==> src/dmr_pkg.sv <==
// constants, encodings and carrier types for the memory module host controller
// assumes a 50 MHz system clock and one memory module with a two-wire description store
package dmr_pkg;

	// memory command pins, sampled by the module on the rising edge of its clock
	typedef struct packed {
		logic cs_n;
		logic ras_n;
		logic cas_n;
		logic we_n;
	} dmr_cmd_t;

	// access configuration written by software
	typedef struct packed {
		logic       fast;
		logic [1:0] bl;
	} dmr_cfg_t;

	// target location of one burst
	typedef struct packed {
		logic [1:0]  bank;
		logic [13:0] row;
		logic [11:0] col;
	} dmr_addr_t;

	typedef enum logic [3:0] {
		DMR_D_IDLE, DMR_D_MRS, DMR_D_GAP, DMR_D_ACT, DMR_D_RW,
		DMR_D_WSET, DMR_D_WDAT, DMR_D_RDAT, DMR_D_PRE
	} dmr_dstate_t;

	typedef enum logic [1:0] {DMR_K_START, DMR_K_BIT, DMR_K_STOP} dmr_sym_t;

	localparam dmr_cmd_t CMD_NOP   = 4'h7;
	localparam dmr_cmd_t CMD_ACT   = 4'h3;
	localparam dmr_cmd_t CMD_READ  = 4'h5;
	localparam dmr_cmd_t CMD_WRITE = 4'h4;
	localparam dmr_cmd_t CMD_PRE   = 4'h2;
	localparam dmr_cmd_t CMD_MRS   = 4'h0;

	// register byte addresses
	localparam logic [5:0] REG_CTRL     = 6'h00;
	localparam logic [5:0] REG_STATUS   = 6'h04;
	localparam logic [5:0] REG_CFG      = 6'h08;
	localparam logic [5:0] REG_ADDR     = 6'h0c;
	localparam logic [5:0] REG_BUF_IDX  = 6'h10;
	localparam logic [5:0] REG_BUF_LO   = 6'h14;
	localparam logic [5:0] REG_BUF_HI   = 6'h18;
	localparam logic [5:0] REG_SPD_IDX  = 6'h1c;
	localparam logic [5:0] REG_SPD_DATA = 6'h20;

	// control bits (write one to start; the write and auto-precharge bits only shape a memory start)
	localparam int CTRL_SPD_GO = 0;
	localparam int CTRL_MEM_GO = 1;
	localparam int CTRL_WRITE  = 2;
	localparam int CTRL_AUTOPRE = 3;

	localparam dmr_cfg_t CFG_RST = 3'h2;

	// description store layout
	localparam logic [6:0] SPD_DEV_ADDR = 7'h54;
	localparam int         SPD_LEN      = 64;
	localparam logic [5:0] SPD_TYPE     = 6'h02;
	localparam logic [5:0] SPD_BURSTS   = 6'h10;
	localparam logic [5:0] SPD_SUM      = 6'h3f;
	localparam logic [7:0] SPD_TYPE_DDR = 8'h07;

	// mode register read latency codes
	localparam logic [2:0] CL_SLOW = 3'h2;
	localparam logic [2:0] CL_FAST = 3'h3;

	// timing
	localparam int CLK_NS         = 20;
	localparam int I2C_QUARTER_NS = 625; // fast-mode rate keeps a full readout short
	localparam int I2C_Q_CYC      = (I2C_QUARTER_NS + CLK_NS - 1) / CLK_NS;
	localparam logic [1:0] MRS_GAP_CK = 2'h2;
	localparam logic [1:0] PRE_GAP_CK = 2'h2;
	localparam logic [7:0] RD_TIMEOUT_CYC = 8'h40;

endpackage

==> src/dmr_host.sv <==
// host controller for a double-data-rate memory module and its description store
// assumes open-drain pins resolved outside, Avalon-MM master on the register side
`timescale 1ns/1ps
module dmr_host (
	input  wire logic              clk,
	input  wire logic              rstn,
	input  wire logic [5:0]        avs_address,
	input  wire logic              avs_read,
	input  wire logic              avs_write,
	input  wire logic [31:0]       avs_writedata,
	output logic      [31:0]       avs_readdata,
	output logic                   avs_waitrequest,
	input  wire logic              scl_i,
	output logic                   scl_o,
	output logic                   scl_oe,
	input  wire logic              sda_i,
	output logic                   sda_o,
	output logic                   sda_oe,
	output logic                   ck,
	output logic                   ck_n,
	output logic                   cke,
	output dmr_pkg::dmr_cmd_t      cmd,
	output logic      [1:0]        ba,
	output logic      [13:0]       a,
	input  wire logic [63:0]       dq_i,
	output logic      [63:0]       dq_o,
	output logic                   dq_oe,
	input  wire logic [7:0]        dqs_i,
	output logic      [7:0]        dqs_o,
	output logic                   dqs_oe,
	output logic      [7:0]        dm
);

	// beats in a burst for a length code
	function automatic logic [3:0] beats(input logic [1:0] code);
		beats = 4'(4'h1 << code);
	endfunction

	logic [2:0]  sda_s, scl_s;
	logic [7:0]  dqs_s0, dqs_s1, dqs_s2;
	logic [63:0] dq_s0, dq_s1, dq_s2;
	logic        sda_lvl, scl_lvl;
	logic [31:0] next_rdata;
	logic        wr_en, spd_go, mem_go;
	dmr_pkg::dmr_cfg_t  cfg;
	dmr_pkg::dmr_addr_t maddr;
	logic [2:0]  buf_idx;
	logic [5:0]  spd_idx;
	logic [63:0] dbuf [8];
	logic [7:0]  spd_mem [dmr_pkg::SPD_LEN];
	logic        spd_busy, spd_done, spd_nack, sum_ok, type_ok;
	logic        mem_err, go_pend, go_write, go_ap;
	dmr_pkg::dmr_dstate_t dst, gap_to;
	logic [1:0]  ph, gap_cnt;
	logic        step, bl_ok;
	logic [3:0]  tog;
	logic [2:0]  widx;
	logic        rlvl;
	logic [7:0]  rto;
	logic        cap_we;
	logic [2:0]  cap_idx;
	logic [63:0] cap_word;
	dmr_pkg::dmr_sym_t kind;
	logic        i_act;
	logic [1:0]  q;
	logic [7:0]  qcnt;
	logic [3:0]  bitn;
	logic [7:0]  tx, rx, sum;
	logic [1:0]  stp;
	logic [5:0]  rcnt;
	logic        spd_we, tick, bit_val;

	// pin synchronisers; a level counts once the last two stages agree
	always_ff @(posedge clk or negedge rstn) begin
		if (!rstn) begin
			sda_s   <= 3'h7;
			scl_s   <= 3'h7;
			sda_lvl <= 1'b1;
			scl_lvl <= 1'b1;
			dqs_s0  <= 8'h00;
			dqs_s1  <= 8'h00;
			dqs_s2  <= 8'h00;
			dq_s0   <= 64'h0;
			dq_s1   <= 64'h0;
			dq_s2   <= 64'h0;
		end else begin
			sda_s  <= {sda_s[1:0], sda_i};
			scl_s  <= {scl_s[1:0], scl_i};
			dqs_s0 <= dqs_i;
			dqs_s1 <= dqs_s0;
			dqs_s2 <= dqs_s1;
			dq_s0  <= dq_i;
			dq_s1  <= dq_s0;
			dq_s2  <= dq_s1;
			if (sda_s[1] == sda_s[2])
				sda_lvl <= sda_s[2];
			if (scl_s[1] == scl_s[2])
				scl_lvl <= scl_s[2];
		end
	end

	// bus slave: one wait cycle, then the answer stands for one edge
	assign wr_en  = avs_write && !avs_waitrequest;
	assign spd_go = wr_en && avs_address == dmr_pkg::REG_CTRL
		&& avs_writedata[dmr_pkg::CTRL_SPD_GO];
	assign mem_go = wr_en && avs_address == dmr_pkg::REG_CTRL
		&& avs_writedata[dmr_pkg::CTRL_MEM_GO];
	assign bl_ok  = cfg.bl != 2'h0 && spd_mem[dmr_pkg::SPD_BURSTS][cfg.bl];

	always_comb begin
		next_rdata = 32'h0;
		if (avs_address == dmr_pkg::REG_STATUS)
			next_rdata = {25'h0, mem_err, go_pend || dst != dmr_pkg::DMR_D_IDLE,
				type_ok, sum_ok, spd_nack, spd_done, spd_busy};
		else if (avs_address == dmr_pkg::REG_CFG)
			next_rdata = {29'h0, cfg};
		else if (avs_address == dmr_pkg::REG_ADDR)
			next_rdata = {4'h0, maddr};
		else if (avs_address == dmr_pkg::REG_BUF_IDX)
			next_rdata = {29'h0, buf_idx};
		else if (avs_address == dmr_pkg::REG_BUF_LO)
			next_rdata = dbuf[buf_idx][31:0];
		else if (avs_address == dmr_pkg::REG_BUF_HI)
			next_rdata = dbuf[buf_idx][63:32];
		else if (avs_address == dmr_pkg::REG_SPD_IDX)
			next_rdata = {26'h0, spd_idx};
		else if (avs_address == dmr_pkg::REG_SPD_DATA)
			next_rdata = {24'h0, spd_mem[spd_idx]};
	end

	always_ff @(posedge clk or negedge rstn) begin
		if (!rstn) begin
			avs_waitrequest <= 1'b1;
			avs_readdata    <= 32'h0;
		end else if (avs_waitrequest && (avs_read || avs_write)) begin
			avs_waitrequest <= 1'b0;
			avs_readdata    <= next_rdata;
		end else begin
			avs_waitrequest <= 1'b1;
		end
	end

	// software settings
	always_ff @(posedge clk or negedge rstn) begin
		if (!rstn) begin
			cfg     <= dmr_pkg::CFG_RST;
			maddr   <= '0;
			buf_idx <= 3'h0;
			spd_idx <= 6'h00;
		end else if (wr_en) begin
			if (avs_address == dmr_pkg::REG_CFG)
				cfg <= avs_writedata[2:0];
			else if (avs_address == dmr_pkg::REG_ADDR)
				maddr <= avs_writedata[27:0];
			else if (avs_address == dmr_pkg::REG_BUF_IDX)
				buf_idx <= avs_writedata[2:0];
			else if (avs_address == dmr_pkg::REG_SPD_IDX)
				spd_idx <= avs_writedata[5:0];
		end
	end

	// burst buffer; captured read beats take priority over a bus write
	always_ff @(posedge clk) begin
		if (cap_we)
			dbuf[cap_idx] <= cap_word;
		else if (wr_en && avs_address == dmr_pkg::REG_BUF_LO)
			dbuf[buf_idx][31:0] <= avs_writedata;
		else if (wr_en && avs_address == dmr_pkg::REG_BUF_HI)
			dbuf[buf_idx][63:32] <= avs_writedata;
	end

	// module clock: four system clocks per period, high in phases 0 and 1
	assign step = ph == 2'h1;
	always_ff @(posedge clk or negedge rstn) begin
		if (!rstn) begin
			ph   <= 2'h2; // start in the low half, so no short first pulse
			ck   <= 1'b0;
			ck_n <= 1'b1;
			cke  <= 1'b0;
			dm   <= 8'h00;
		end else begin
			ph   <= ph + 2'h1;
			ck   <= ph == 2'h3 || ph == 2'h0;
			ck_n <= !(ph == 2'h3 || ph == 2'h0);
			cke  <= 1'b1;
			dm   <= 8'h00;
		end
	end

	// memory access sequencer; commands update at phase 1 and show from the clock fall
	always_ff @(posedge clk or negedge rstn) begin
		if (!rstn) begin
			dst <= dmr_pkg::DMR_D_IDLE;
			gap_to <= dmr_pkg::DMR_D_IDLE;
			gap_cnt <= 2'h0;
			cmd <= dmr_pkg::CMD_NOP;
			ba <= 2'h0;
			a <= 14'h0;
			go_pend <= 1'b0;
			go_write <= 1'b0;
			go_ap <= 1'b0;
			mem_err <= 1'b0;
			dq_o <= 64'h0;
			dq_oe <= 1'b0;
			dqs_o <= 8'h00;
			dqs_oe <= 1'b0;
			tog <= 4'h0;
			widx <= 3'h0;
			rlvl <= 1'b0;
			rto <= 8'h00;
			cap_we <= 1'b0;
			cap_idx <= 3'h0;
			cap_word <= 64'h0;
		end else begin
			cap_we <= 1'b0;
			// refuse use before a checked store or with a length it does not allow
			if (mem_go && !go_pend && dst == dmr_pkg::DMR_D_IDLE) begin
				if (spd_done && sum_ok && type_ok && bl_ok) begin
					go_pend  <= 1'b1;
					go_write <= avs_writedata[dmr_pkg::CTRL_WRITE];
					go_ap    <= avs_writedata[dmr_pkg::CTRL_AUTOPRE];
					mem_err  <= 1'b0;
				end else begin
					mem_err <= 1'b1;
				end
			end
			if (step)
				cmd <= dmr_pkg::CMD_NOP;
			case (dst)
			dmr_pkg::DMR_D_IDLE: if (step && go_pend) begin
				go_pend <= 1'b0;
				cmd <= dmr_pkg::CMD_MRS;
				ba <= 2'h0;
				a <= {7'h0, cfg.fast ? dmr_pkg::CL_FAST : dmr_pkg::CL_SLOW, 1'b0, 1'b0, cfg.bl};
				gap_cnt <= dmr_pkg::MRS_GAP_CK;
				gap_to <= dmr_pkg::DMR_D_ACT;
				dst <= dmr_pkg::DMR_D_GAP;
			end
			dmr_pkg::DMR_D_GAP: if (step) begin
				if (gap_cnt == 2'h0)
					dst <= gap_to;
				else
					gap_cnt <= gap_cnt - 2'h1;
			end
			dmr_pkg::DMR_D_ACT: if (step) begin
				cmd <= dmr_pkg::CMD_ACT;
				ba <= maddr.bank;
				a <= maddr.row;
				dst <= dmr_pkg::DMR_D_RW;
			end
			dmr_pkg::DMR_D_RW: if (step) begin
				cmd <= go_write ? dmr_pkg::CMD_WRITE : dmr_pkg::CMD_READ;
				ba <= maddr.bank;
				a <= {1'b0, maddr.col[11:10], go_ap, maddr.col[9:0]};
				dst <= go_write ? dmr_pkg::DMR_D_WSET : dmr_pkg::DMR_D_RDAT;
				tog <= 4'h0;
				rlvl <= 1'b0;
				rto <= 8'h00;
			end
			// preamble: strobe driven low, first word on the bus
			dmr_pkg::DMR_D_WSET: if (step) begin
				dqs_oe <= 1'b1;
				dqs_o <= 8'h00;
				dq_oe <= 1'b1;
				dq_o <= dbuf[0];
				widx <= 3'h1;
				dst <= dmr_pkg::DMR_D_WDAT;
			end
			// strobe toggles in even phases, data moves in odd ones: centred edges
			dmr_pkg::DMR_D_WDAT: begin
				if (!ph[0]) begin
					if (tog == beats(cfg.bl)) begin
						dqs_oe <= 1'b0;
						dq_oe <= 1'b0;
						gap_cnt <= dmr_pkg::PRE_GAP_CK;
						gap_to <= go_ap ? dmr_pkg::DMR_D_IDLE : dmr_pkg::DMR_D_PRE;
						dst <= dmr_pkg::DMR_D_GAP;
					end else begin
						dqs_o <= ~dqs_o;
						tog <= tog + 4'h1;
					end
				end else if (tog != beats(cfg.bl)) begin
					dq_o <= dbuf[widx];
					widx <= widx + 3'h1;
				end
			end
			// each settled strobe edge takes one word; a silent module times out
			dmr_pkg::DMR_D_RDAT: begin
				rto <= rto + 8'h01;
				if (dqs_s1[0] == dqs_s2[0] && dqs_s2[0] != rlvl) begin
					rlvl <= dqs_s2[0];
					cap_we <= 1'b1;
					cap_idx <= tog[2:0];
					cap_word <= dq_s2;
					tog <= tog + 4'h1;
				end
				if (tog == beats(cfg.bl) || rto == dmr_pkg::RD_TIMEOUT_CYC) begin
					mem_err <= rto == dmr_pkg::RD_TIMEOUT_CYC;
					gap_cnt <= dmr_pkg::PRE_GAP_CK;
					gap_to <= go_ap ? dmr_pkg::DMR_D_IDLE : dmr_pkg::DMR_D_PRE;
					dst <= dmr_pkg::DMR_D_GAP;
				end
			end
			dmr_pkg::DMR_D_PRE: if (step) begin
				cmd <= dmr_pkg::CMD_PRE;
				ba <= maddr.bank;
				a <= 14'h0;
				gap_cnt <= dmr_pkg::PRE_GAP_CK;
				gap_to <= dmr_pkg::DMR_D_IDLE;
				dst <= dmr_pkg::DMR_D_GAP;
			end
			default: dst <= dmr_pkg::DMR_D_IDLE;
			endcase
		end
	end

	// two-wire bit driven in the current bit symbol; receiving means release
	always_comb begin
		bit_val = 1'b1;
		if (bitn < 4'h8)
			bit_val = stp == 2'h3 ? 1'b1 : tx[7];
		else if (stp == 2'h3)
			bit_val = rcnt == 6'(dmr_pkg::SPD_LEN - 1);
	end
	assign tick   = qcnt == 8'(dmr_pkg::I2C_Q_CYC - 1);
	assign spd_we = i_act && tick && kind == dmr_pkg::DMR_K_BIT && q == 2'h3
		&& bitn == 4'h8 && stp == 2'h3;

	always_ff @(posedge clk) begin
		if (spd_we)
			spd_mem[rcnt] <= rx;
	end

	// store reader: address write of byte 0, repeated start, sequential read of the first 64 bytes
	always_ff @(posedge clk or negedge rstn) begin
		if (!rstn) begin
			i_act <= 1'b0;
			kind <= dmr_pkg::DMR_K_STOP;
			q <= 2'h0;
			qcnt <= 8'h00;
			bitn <= 4'h0;
			tx <= 8'h00;
			rx <= 8'h00;
			sum <= 8'h00;
			stp <= 2'h0;
			rcnt <= 6'h00;
			spd_busy <= 1'b0;
			spd_done <= 1'b0;
			spd_nack <= 1'b0;
			sum_ok <= 1'b0;
			type_ok <= 1'b0;
		end else if (!i_act) begin
			qcnt <= 8'h00;
			if (spd_go) begin
				i_act <= 1'b1;
				kind <= dmr_pkg::DMR_K_START;
				q <= 2'h0;
				tx <= {dmr_pkg::SPD_DEV_ADDR, 1'b0};
				stp <= 2'h0;
				rcnt <= 6'h00;
				sum <= 8'h00;
				spd_busy <= 1'b1;
				spd_done <= 1'b0;
				spd_nack <= 1'b0;
			end
		end else if (q == 2'h2 && !scl_lvl && kind != dmr_pkg::DMR_K_START) begin
			qcnt <= 8'h00; // a stretched clock holds the high half back
		end else if (!tick) begin
			qcnt <= qcnt + 8'h01;
		end else begin
			qcnt <= 8'h00;
			q <= q + 2'h1;
			if (kind == dmr_pkg::DMR_K_BIT && q == 2'h2) begin
				if (bitn < 4'h8)
					rx <= {rx[6:0], sda_lvl};
				else if (stp != 2'h3 && sda_lvl)
					spd_nack <= 1'b1;
			end
			if (q == 2'h3) begin
				case (kind)
				dmr_pkg::DMR_K_START: begin
					kind <= dmr_pkg::DMR_K_BIT;
					bitn <= 4'h0;
				end
				dmr_pkg::DMR_K_STOP: begin
					i_act <= 1'b0;
					spd_busy <= 1'b0;
					spd_done <= !spd_nack;
					sum_ok <= sum == spd_mem[dmr_pkg::SPD_SUM];
					type_ok <= spd_mem[dmr_pkg::SPD_TYPE] == dmr_pkg::SPD_TYPE_DDR;
				end
				default: if (bitn < 4'h8) begin
					bitn <= bitn + 4'h1;
					tx <= {tx[6:0], 1'b0};
				end else begin
					bitn <= 4'h0;
					if (stp != 2'h3 && spd_nack) begin
						kind <= dmr_pkg::DMR_K_STOP;
					end else if (stp == 2'h0) begin
						stp <= 2'h1;
						tx <= 8'h00;
					end else if (stp == 2'h1) begin
						stp <= 2'h2;
						kind <= dmr_pkg::DMR_K_START;
						tx <= {dmr_pkg::SPD_DEV_ADDR, 1'b1};
					end else if (stp == 2'h2) begin
						stp <= 2'h3;
					end else begin
						rcnt <= rcnt + 6'h01;
						if (rcnt != dmr_pkg::SPD_SUM)
							sum <= sum + rx;
						if (rcnt == 6'(dmr_pkg::SPD_LEN - 1))
							kind <= dmr_pkg::DMR_K_STOP;
					end
				end
				endcase
			end
		end
	end

	// open-drain drive: low or released only, data moves while the clock is low
	always_ff @(posedge clk or negedge rstn) begin
		if (!rstn) begin
			scl_oe <= 1'b0;
			sda_oe <= 1'b0;
			scl_o  <= 1'b0;
			sda_o  <= 1'b0;
		end else begin
			scl_o <= 1'b0;
			sda_o <= 1'b0;
			if (!i_act) begin
				scl_oe <= 1'b0;
				sda_oe <= 1'b0;
			end else if (kind == dmr_pkg::DMR_K_START) begin
				scl_oe <= q == 2'h0 || q == 2'h3;
				sda_oe <= q[1];
			end else if (kind == dmr_pkg::DMR_K_BIT) begin
				scl_oe <= q == 2'h0 || q == 2'h3;
				sda_oe <= !bit_val;
			end else begin
				scl_oe <= q == 2'h0;
				sda_oe <= !q[1];
			end
		end
	end

endmodule // dmr_host

==> config.mk <==
export PLATFORM = sky130hd
export DESIGN_NAME = dmr_host
export DESIGN_NICKNAME = d
export VERILOG_FILES = /design/src/dmr_pkg.sv /design/src/dmr_host.sv
export SDC_FILE = /design/constraint.sdc
export NUM_CORES = 2
export LEC_CHECK = 0
export ABC_AREA = 0
export BUFFER_PORTS_ARGS = -buffer_cell sky130_fd_sc_hd__buf_4
export CORE_ASPECT_RATIO = 1.4
export CORE_MARGIN = 4
export CORE_UTILIZATION = 45
export CTS_CLUSTER_SIZE = 16
export DETAILED_ROUTE_END_ITERATION = 6
export PLACE_DENSITY = 0.69
export SYNTH_ARGS = -nofsm -noshare
export SYNTH_HDL_FRONTEND = slang
export SYNTH_SLANG_ARGS = --single-unit
==> constraint.sdc <==
create_clock -name clk -period 3.2 [get_ports clk]
set_input_delay 0.48 -clock clk [delete_from_list [all_inputs] [get_ports clk]]
set_output_delay 0.48 -clock clk [all_outputs]
set_load 0.05 [all_outputs]
After elaboration in Yosys (flattened, before gate mapping)
Memory sizes are Yosys's and may differ from the RTL's.
Cells that the tools add are included.
- mux-type cells: 198
- add/sub/neg operators: 10
- magnitude comparators: 2
- reduce and logical (&&, ||, !) cells: 86
- bitwise gates (word level): 6
- shift-type cells: 1
- eq/ne operators: 75
- operators with widths (cell ; number):
    $mux 64 ; 4
    $mux 8 ; 30
    $mux 32 ; 6
    $pmux 64 s2 ; 1
    $mux 4 ; 25
    $mux 2 ; 35
    $mux 6 ; 11
    $reduce_or 64->1 ; 1
    $mux 1 ; 63
    $mux 14 ; 4
    $pmux 14 s4 ; 1
    $ne 2x2->1 const B ; 23
    $reduce_and 5->1 ; 7
    $pmux 4 s4 ; 2
    $pmux 4 s8 ; 1
    $pmux 8 s2 ; 2
    $logic_and 1x1->1 ; 25
    $eq 6x5->1 const B ; 4
    $reduce_and 10->1 ; 2
    $add 8x1->8 const B ; 2
    $eq 4x3->1 const B ; 4
    $ne 2x1->1 const B ; 8
    $reduce_and 4->1 ; 4
    $reduce_and 8->1 ; 2
    other kinds (58) ; 111
- memory bits (writable): 1024
- word-level logic and storage cells: 443
- output and inout port bits: 142
- bits of input ports: 116
- memories: 2
- bits in registers: 528
- memories (name ; words ; bits a word ; read ports ; clocked after Yosys merged registers in ; write ports ; RTL line ; source):
    dbuf ; 8 ; 64 ; 3 ; 0 ; 1 ; dmr_host.sv:49 ; logic [63:0] dbuf [8];
    spd_mem ; 64 ; 8 ; 4 ; 0 ; 1 ; dmr_host.sv:50 ; logic [7:0] spd_mem [dmr_pkg::SPD_LEN];

Logic depth before layout (Yosys ltp)
- depth after elaboration: 12
- depth in mapped cells: 11
- gate-level depth less buffers: 8

Worst setup path before layout
OpenSTA, ideal clock, no wires.
- kind: register to register
- start point: register buf_idx[2]
- end point: memory dbuf[7][0], enable pin
- buffers on the path: 3
- cell stages (with the launch flop): 7
- data arrival time: 3.069 ns
- period minus slack after synthesis: 3.490 ns
- data required time: 2.779 ns
- setup time: 0.421 ns
- path slack: -0.290 ns
- cell sequence: dfrtp_1 > clkbuf_1 > clkbuf_1 > clkbuf_1 > and3_1 > a31oi_1 > nor2_1
- word-level cells in the longest chain between the ends: 1
- RTL lines (element ; RTL line ; source):
    start, declared ; dmr_host.sv:47 ; logic [2:0] buf_idx;
    start signal, assigned ; dmr_host.sv:156 ; buf_idx <= avs_writedata[2:0];
    $mux 3 (no source line) ; n/a ;
    end, declared ; dmr_host.sv:49 ;
No other way between the ends.

Worst setup path in the final report
- start point: register qcnt[5]
- end point: memory spd_mem[5][5], enable pin
- word-level cells in the longest chain between the ends: 8
- RTL lines (element ; RTL line ; source):
    start, declared ; dmr_host.sv:66 ; logic [7:0] qcnt;
    start signal, assigned ; dmr_host.sv:369 ; qcnt <= qcnt + 8'h01;
    $eq 8x5->1 ; dmr_host.sv:325 ; assign tick = qcnt == 8'(dmr_pkg::I2C_Q_CYC - 1);
    $logic_and 1x1->1 (3 in series) ; dmr_host.sv:326 ; assign spd_we = i_act && tick && kind == dmr_pkg::DMR_K_BIT && q == 2'h3
    $logic_and 1x1->1 (2 in series) ; dmr_host.sv:327 ; && bitn == 4'h8 && stp == 2'h3;
    $mux 1 ; dmr_host.sv:330 ; if (spd_we)
    $mux 1 (implied by the code) ; dmr_host.sv:331 ; spd_mem[rcnt] <= rx;
    end, declared ; dmr_host.sv:50 ;
No other way between the ends.

==> impl_results.md <==
- Antenna violations before repair: 15
- Clk_skew: 0.0325 ns
- Pwr Total: 41300 uW
- CTS tree: yes
- I/O pin count: 258
- Stages on worst setup path: 7
- Max_slew headroom: 38.6%
- Detailed-route DRC error count: 0
- Synth top area share: 48.5%
- Wire length per cell: 28.5 um
- RR Endpoint: spd_mem[5][5]$_DFFE_PP_
- Pins Over Slew Limit: 0
- FILL cells: 10.7k
- Met3 GRT Util: 4.93%
- Starting Density: 45.4%
- Placement row count: 162
- R2R cell count: 7
- Final WL: 173 mm
- Most used cell, CP: buf_4
- RSZ-0062 raised after global routing: false
- Post-CTS sizing: 0
- Setup crit start kind: flop
- Ys async rst share: 33.9%
- Largest net degree at the start of global routing: 67
- Final Hold Violating Endpoints: 0
- Endpoints failing setup: 0
- DR vias: 36.2k
- Max incr delay on CP: 0.42 ns
- Most frequent cell after synthesis: edfxtp_1
- Period utilisation layout: 90.2%
- Commonest cells post-synth: 1024 x edfxtp_1, 510 x dfrtp_1, 393 x mux4_2
- Die Wd: 325 um
- Post-DRT Antenna Nets: 0
- Clock sink total: 1549
- Crit path capture: spd_mem[5][5]$_DFFE_PP_
- GPL Wtd Cong: 0.898
- Setup CP Type: reg -> reg
- DRT Pass-1 Iters: 6
- Cell-by-cell trace of the critical path: nor3_1 > nand3_1 > nor4_1 > buf_4 > nand2_1 > nor2_1 > buf_4
- Met1 usage: 27.4%
- VDD IR max: 464 uV
- CP Max Fanout: 8
- Clk buf depth: 3
- Fmax: 346 MHz
- Overall Global Routing Usage: 23.5%
- Min-delay src: avs_address[0]
- Outcome: finished, final reports clean
- Most Used Layer, Global Route: met2
- Worst Tran Pin Value: 0.921 ns
- Synth cell types: 84
- Worst hold slack: 0.236 ns
- Clk root buf: clkbuf_16
- Die area: 0.147 mm2
- Leak: 0.0268 uW
- Worst-Skew Late Latency: 0.80 ns
- Worst path required time: 3.69 ns
- Main flop type after synthesis: edfxtp_1
- Final WS setup: 0.313 ns
- Starting DRT DRC Count: 3900
- PD cells: 549 mW/mm2
- Multi-input gate area: 0.0186 mm2
- Crit path from: qcnt[5]$_DFF_PN0_
- Utilization after layout: 53.9%
- Gr ovfl total: 0
- Crit path max-delay family: simple AND/OR/NAND/NOR gates
- Vias in the first global route: 37.4k
- Layout cells sized above 1: 30.8%
- Setup TNS: 0 ns
- Die Ht: 452 um
- IO Port Bufs: 240
- HPWL after detailed placement: 117 mm
- Path category of the worst min-delay check: in -> reg
- CTS clk-pin slew, worst paths: 0.07 ns
- Max Cap Viol: 0
- M2 GR Usage: 40.1%
- WP buf/inv: 2
- Mapped Cells: 3623
- Vias per inst: 5.95
- Register area: 0.0439 mm2
- First-pass GRT wire length: 252 mm
- RR Startpoint: qcnt[5]$_DFF_PN0_
- Ys Warns: 0
- Syn avg cell area: 17.5 um2
- Seq cells post-synth: 1549
- Leading post-synthesis cells by cell area: edfxtp_1 48%, dfrtp_1 20%, mux4_2 14%, mux2i_1 2.4%, mux2_2 2.3%
- Num CTS Buffers: 147
- H-tree depth: 4
- Crit path DAT: 3.38 ns
- Worst setup EP type: flop
- Post-synth top area cell: edfxtp_1
- Place WS: 0.275 ns
- Area grow syn2layout: 18.6%
- R2R Setup Slk: 0.31 ns
- Sequential-to-total area share from yosys stat: 69.2%
- Core ar.: 0.140 mm2
- Slowest CP cell: dfrtp_1
- Nets: 4290
- Tmin final: 2.89 ns
- EDFF count, synth: 1024
- Synthesized area: 0.0634 mm2
[flip-flops by register name, summed over array words and instances, names as in the netlist, 14 cells and up]
name          count
dbuf            512
a                14
avs_readdata     32
spd_mem         512
dq_s2            64
cap_word         64
dq_o             64
dq_s1            64
dq_s0            64
maddr            28
[cell usage in the layout, fill, tap and decap left out, types with 21 or more instances in the layout]
cell	n
clkbuf_16	149
mux2i_1	155
a21oi_1	59
nand3_1	44
a22oi_1	21
mux2_2	132
buf_4	434
dfrtp_1	493
ha_1	25
a221o_1	65
nor3_1	60
clkinv_1	21
edfxtp_1	1024
clkinv_2	24
o21ai_0	110
inv_1	36
buf_12	57
dlygate4sd3_1	96
o22ai_1	33
mux4_2	393
clkbuf_1	32
nand2_1	274
nor2_1	157
[layer usage]
layer / up-vias / routed length (um)
met4: 6 / 12300
met3: 398 / 13700
met2: 1583 / 87300
met5: - / 41
met1: 18800 / 60200
li1: 15400 / -
[cells by family after synthesis]
kind of cell	Yosys count	synth area share [%]
buffers and inverters	260	1.83
flip-flops	1549	69.2
AO/OA/AOI/OAI	402	4.47
AND/OR/NAND/NOR	675	4.81
multiplexers	680	18.7
adder cells (fa/ha/maj)	28	0.556
other	2	0.0118
XOR/XNOR	27	0.373
[worst min-delay path: cells and delay by family]
kind                   cells  cell delay (ns)
AND/OR/NAND/NOR            2             0.23
buffers and inverters      1             0.12
multiplexers               1             0.17
[per-stage QoR]
step | cell area [um2] | instances
after floorplan | 63500 | 3632
after global placement | 69300 | 5707
after detailed placement | 69300 | 5707
after CTS | 75200 | 6077
after global routing | 75200 | 6078
final | 75200 | 6085
[area by class of cell]
cell class / instances / area share (%)
multi-input cells: 1823 / 24.7
flip-flops and latches: 1549 / 58.4
clock inverters: 78 / 1.14
inverters: 39 / 0.195
well taps: 1804 / 3.00
clock buffers: 196 / 5.39
repair buffers: 588 / 7.15
diodes: 8 / 0.0266
[worst min path at each step]
stage	to	slack [ns]	depth (start not counted)
finish	cfg[2]$_DFFE_PN0P_	0.24	4
global route	cfg[0]$_DFFE_PN0P_	0.23	4
CTS	cfg[2]$_DFFE_PN0P_	0.18	4
detailed placement	dq_s1[50]$_DFF_PN0_	0.33	0
global placement	dq_s2[38]$_DFF_PN0_	0.33	0
floorplan	a[0]$_DFFE_PN0P_	0.18	0
[what timing repair did]
action                                  in CTS  in global routing
setup buffers                                0                  0
endpoints found under the setup margin       0                  0
hold endpoints to repair                   152                  0
hold buffers                                96                  0
[power by group]
part	switching, uW	total, uW	leakage [uW]	internal, uW
registers	257	21600	0.0159	21400
clock network	7680	17600	0.00239	9930
logic	1130	2040	0.00847	907
Power figures use the tool's default switching activity.
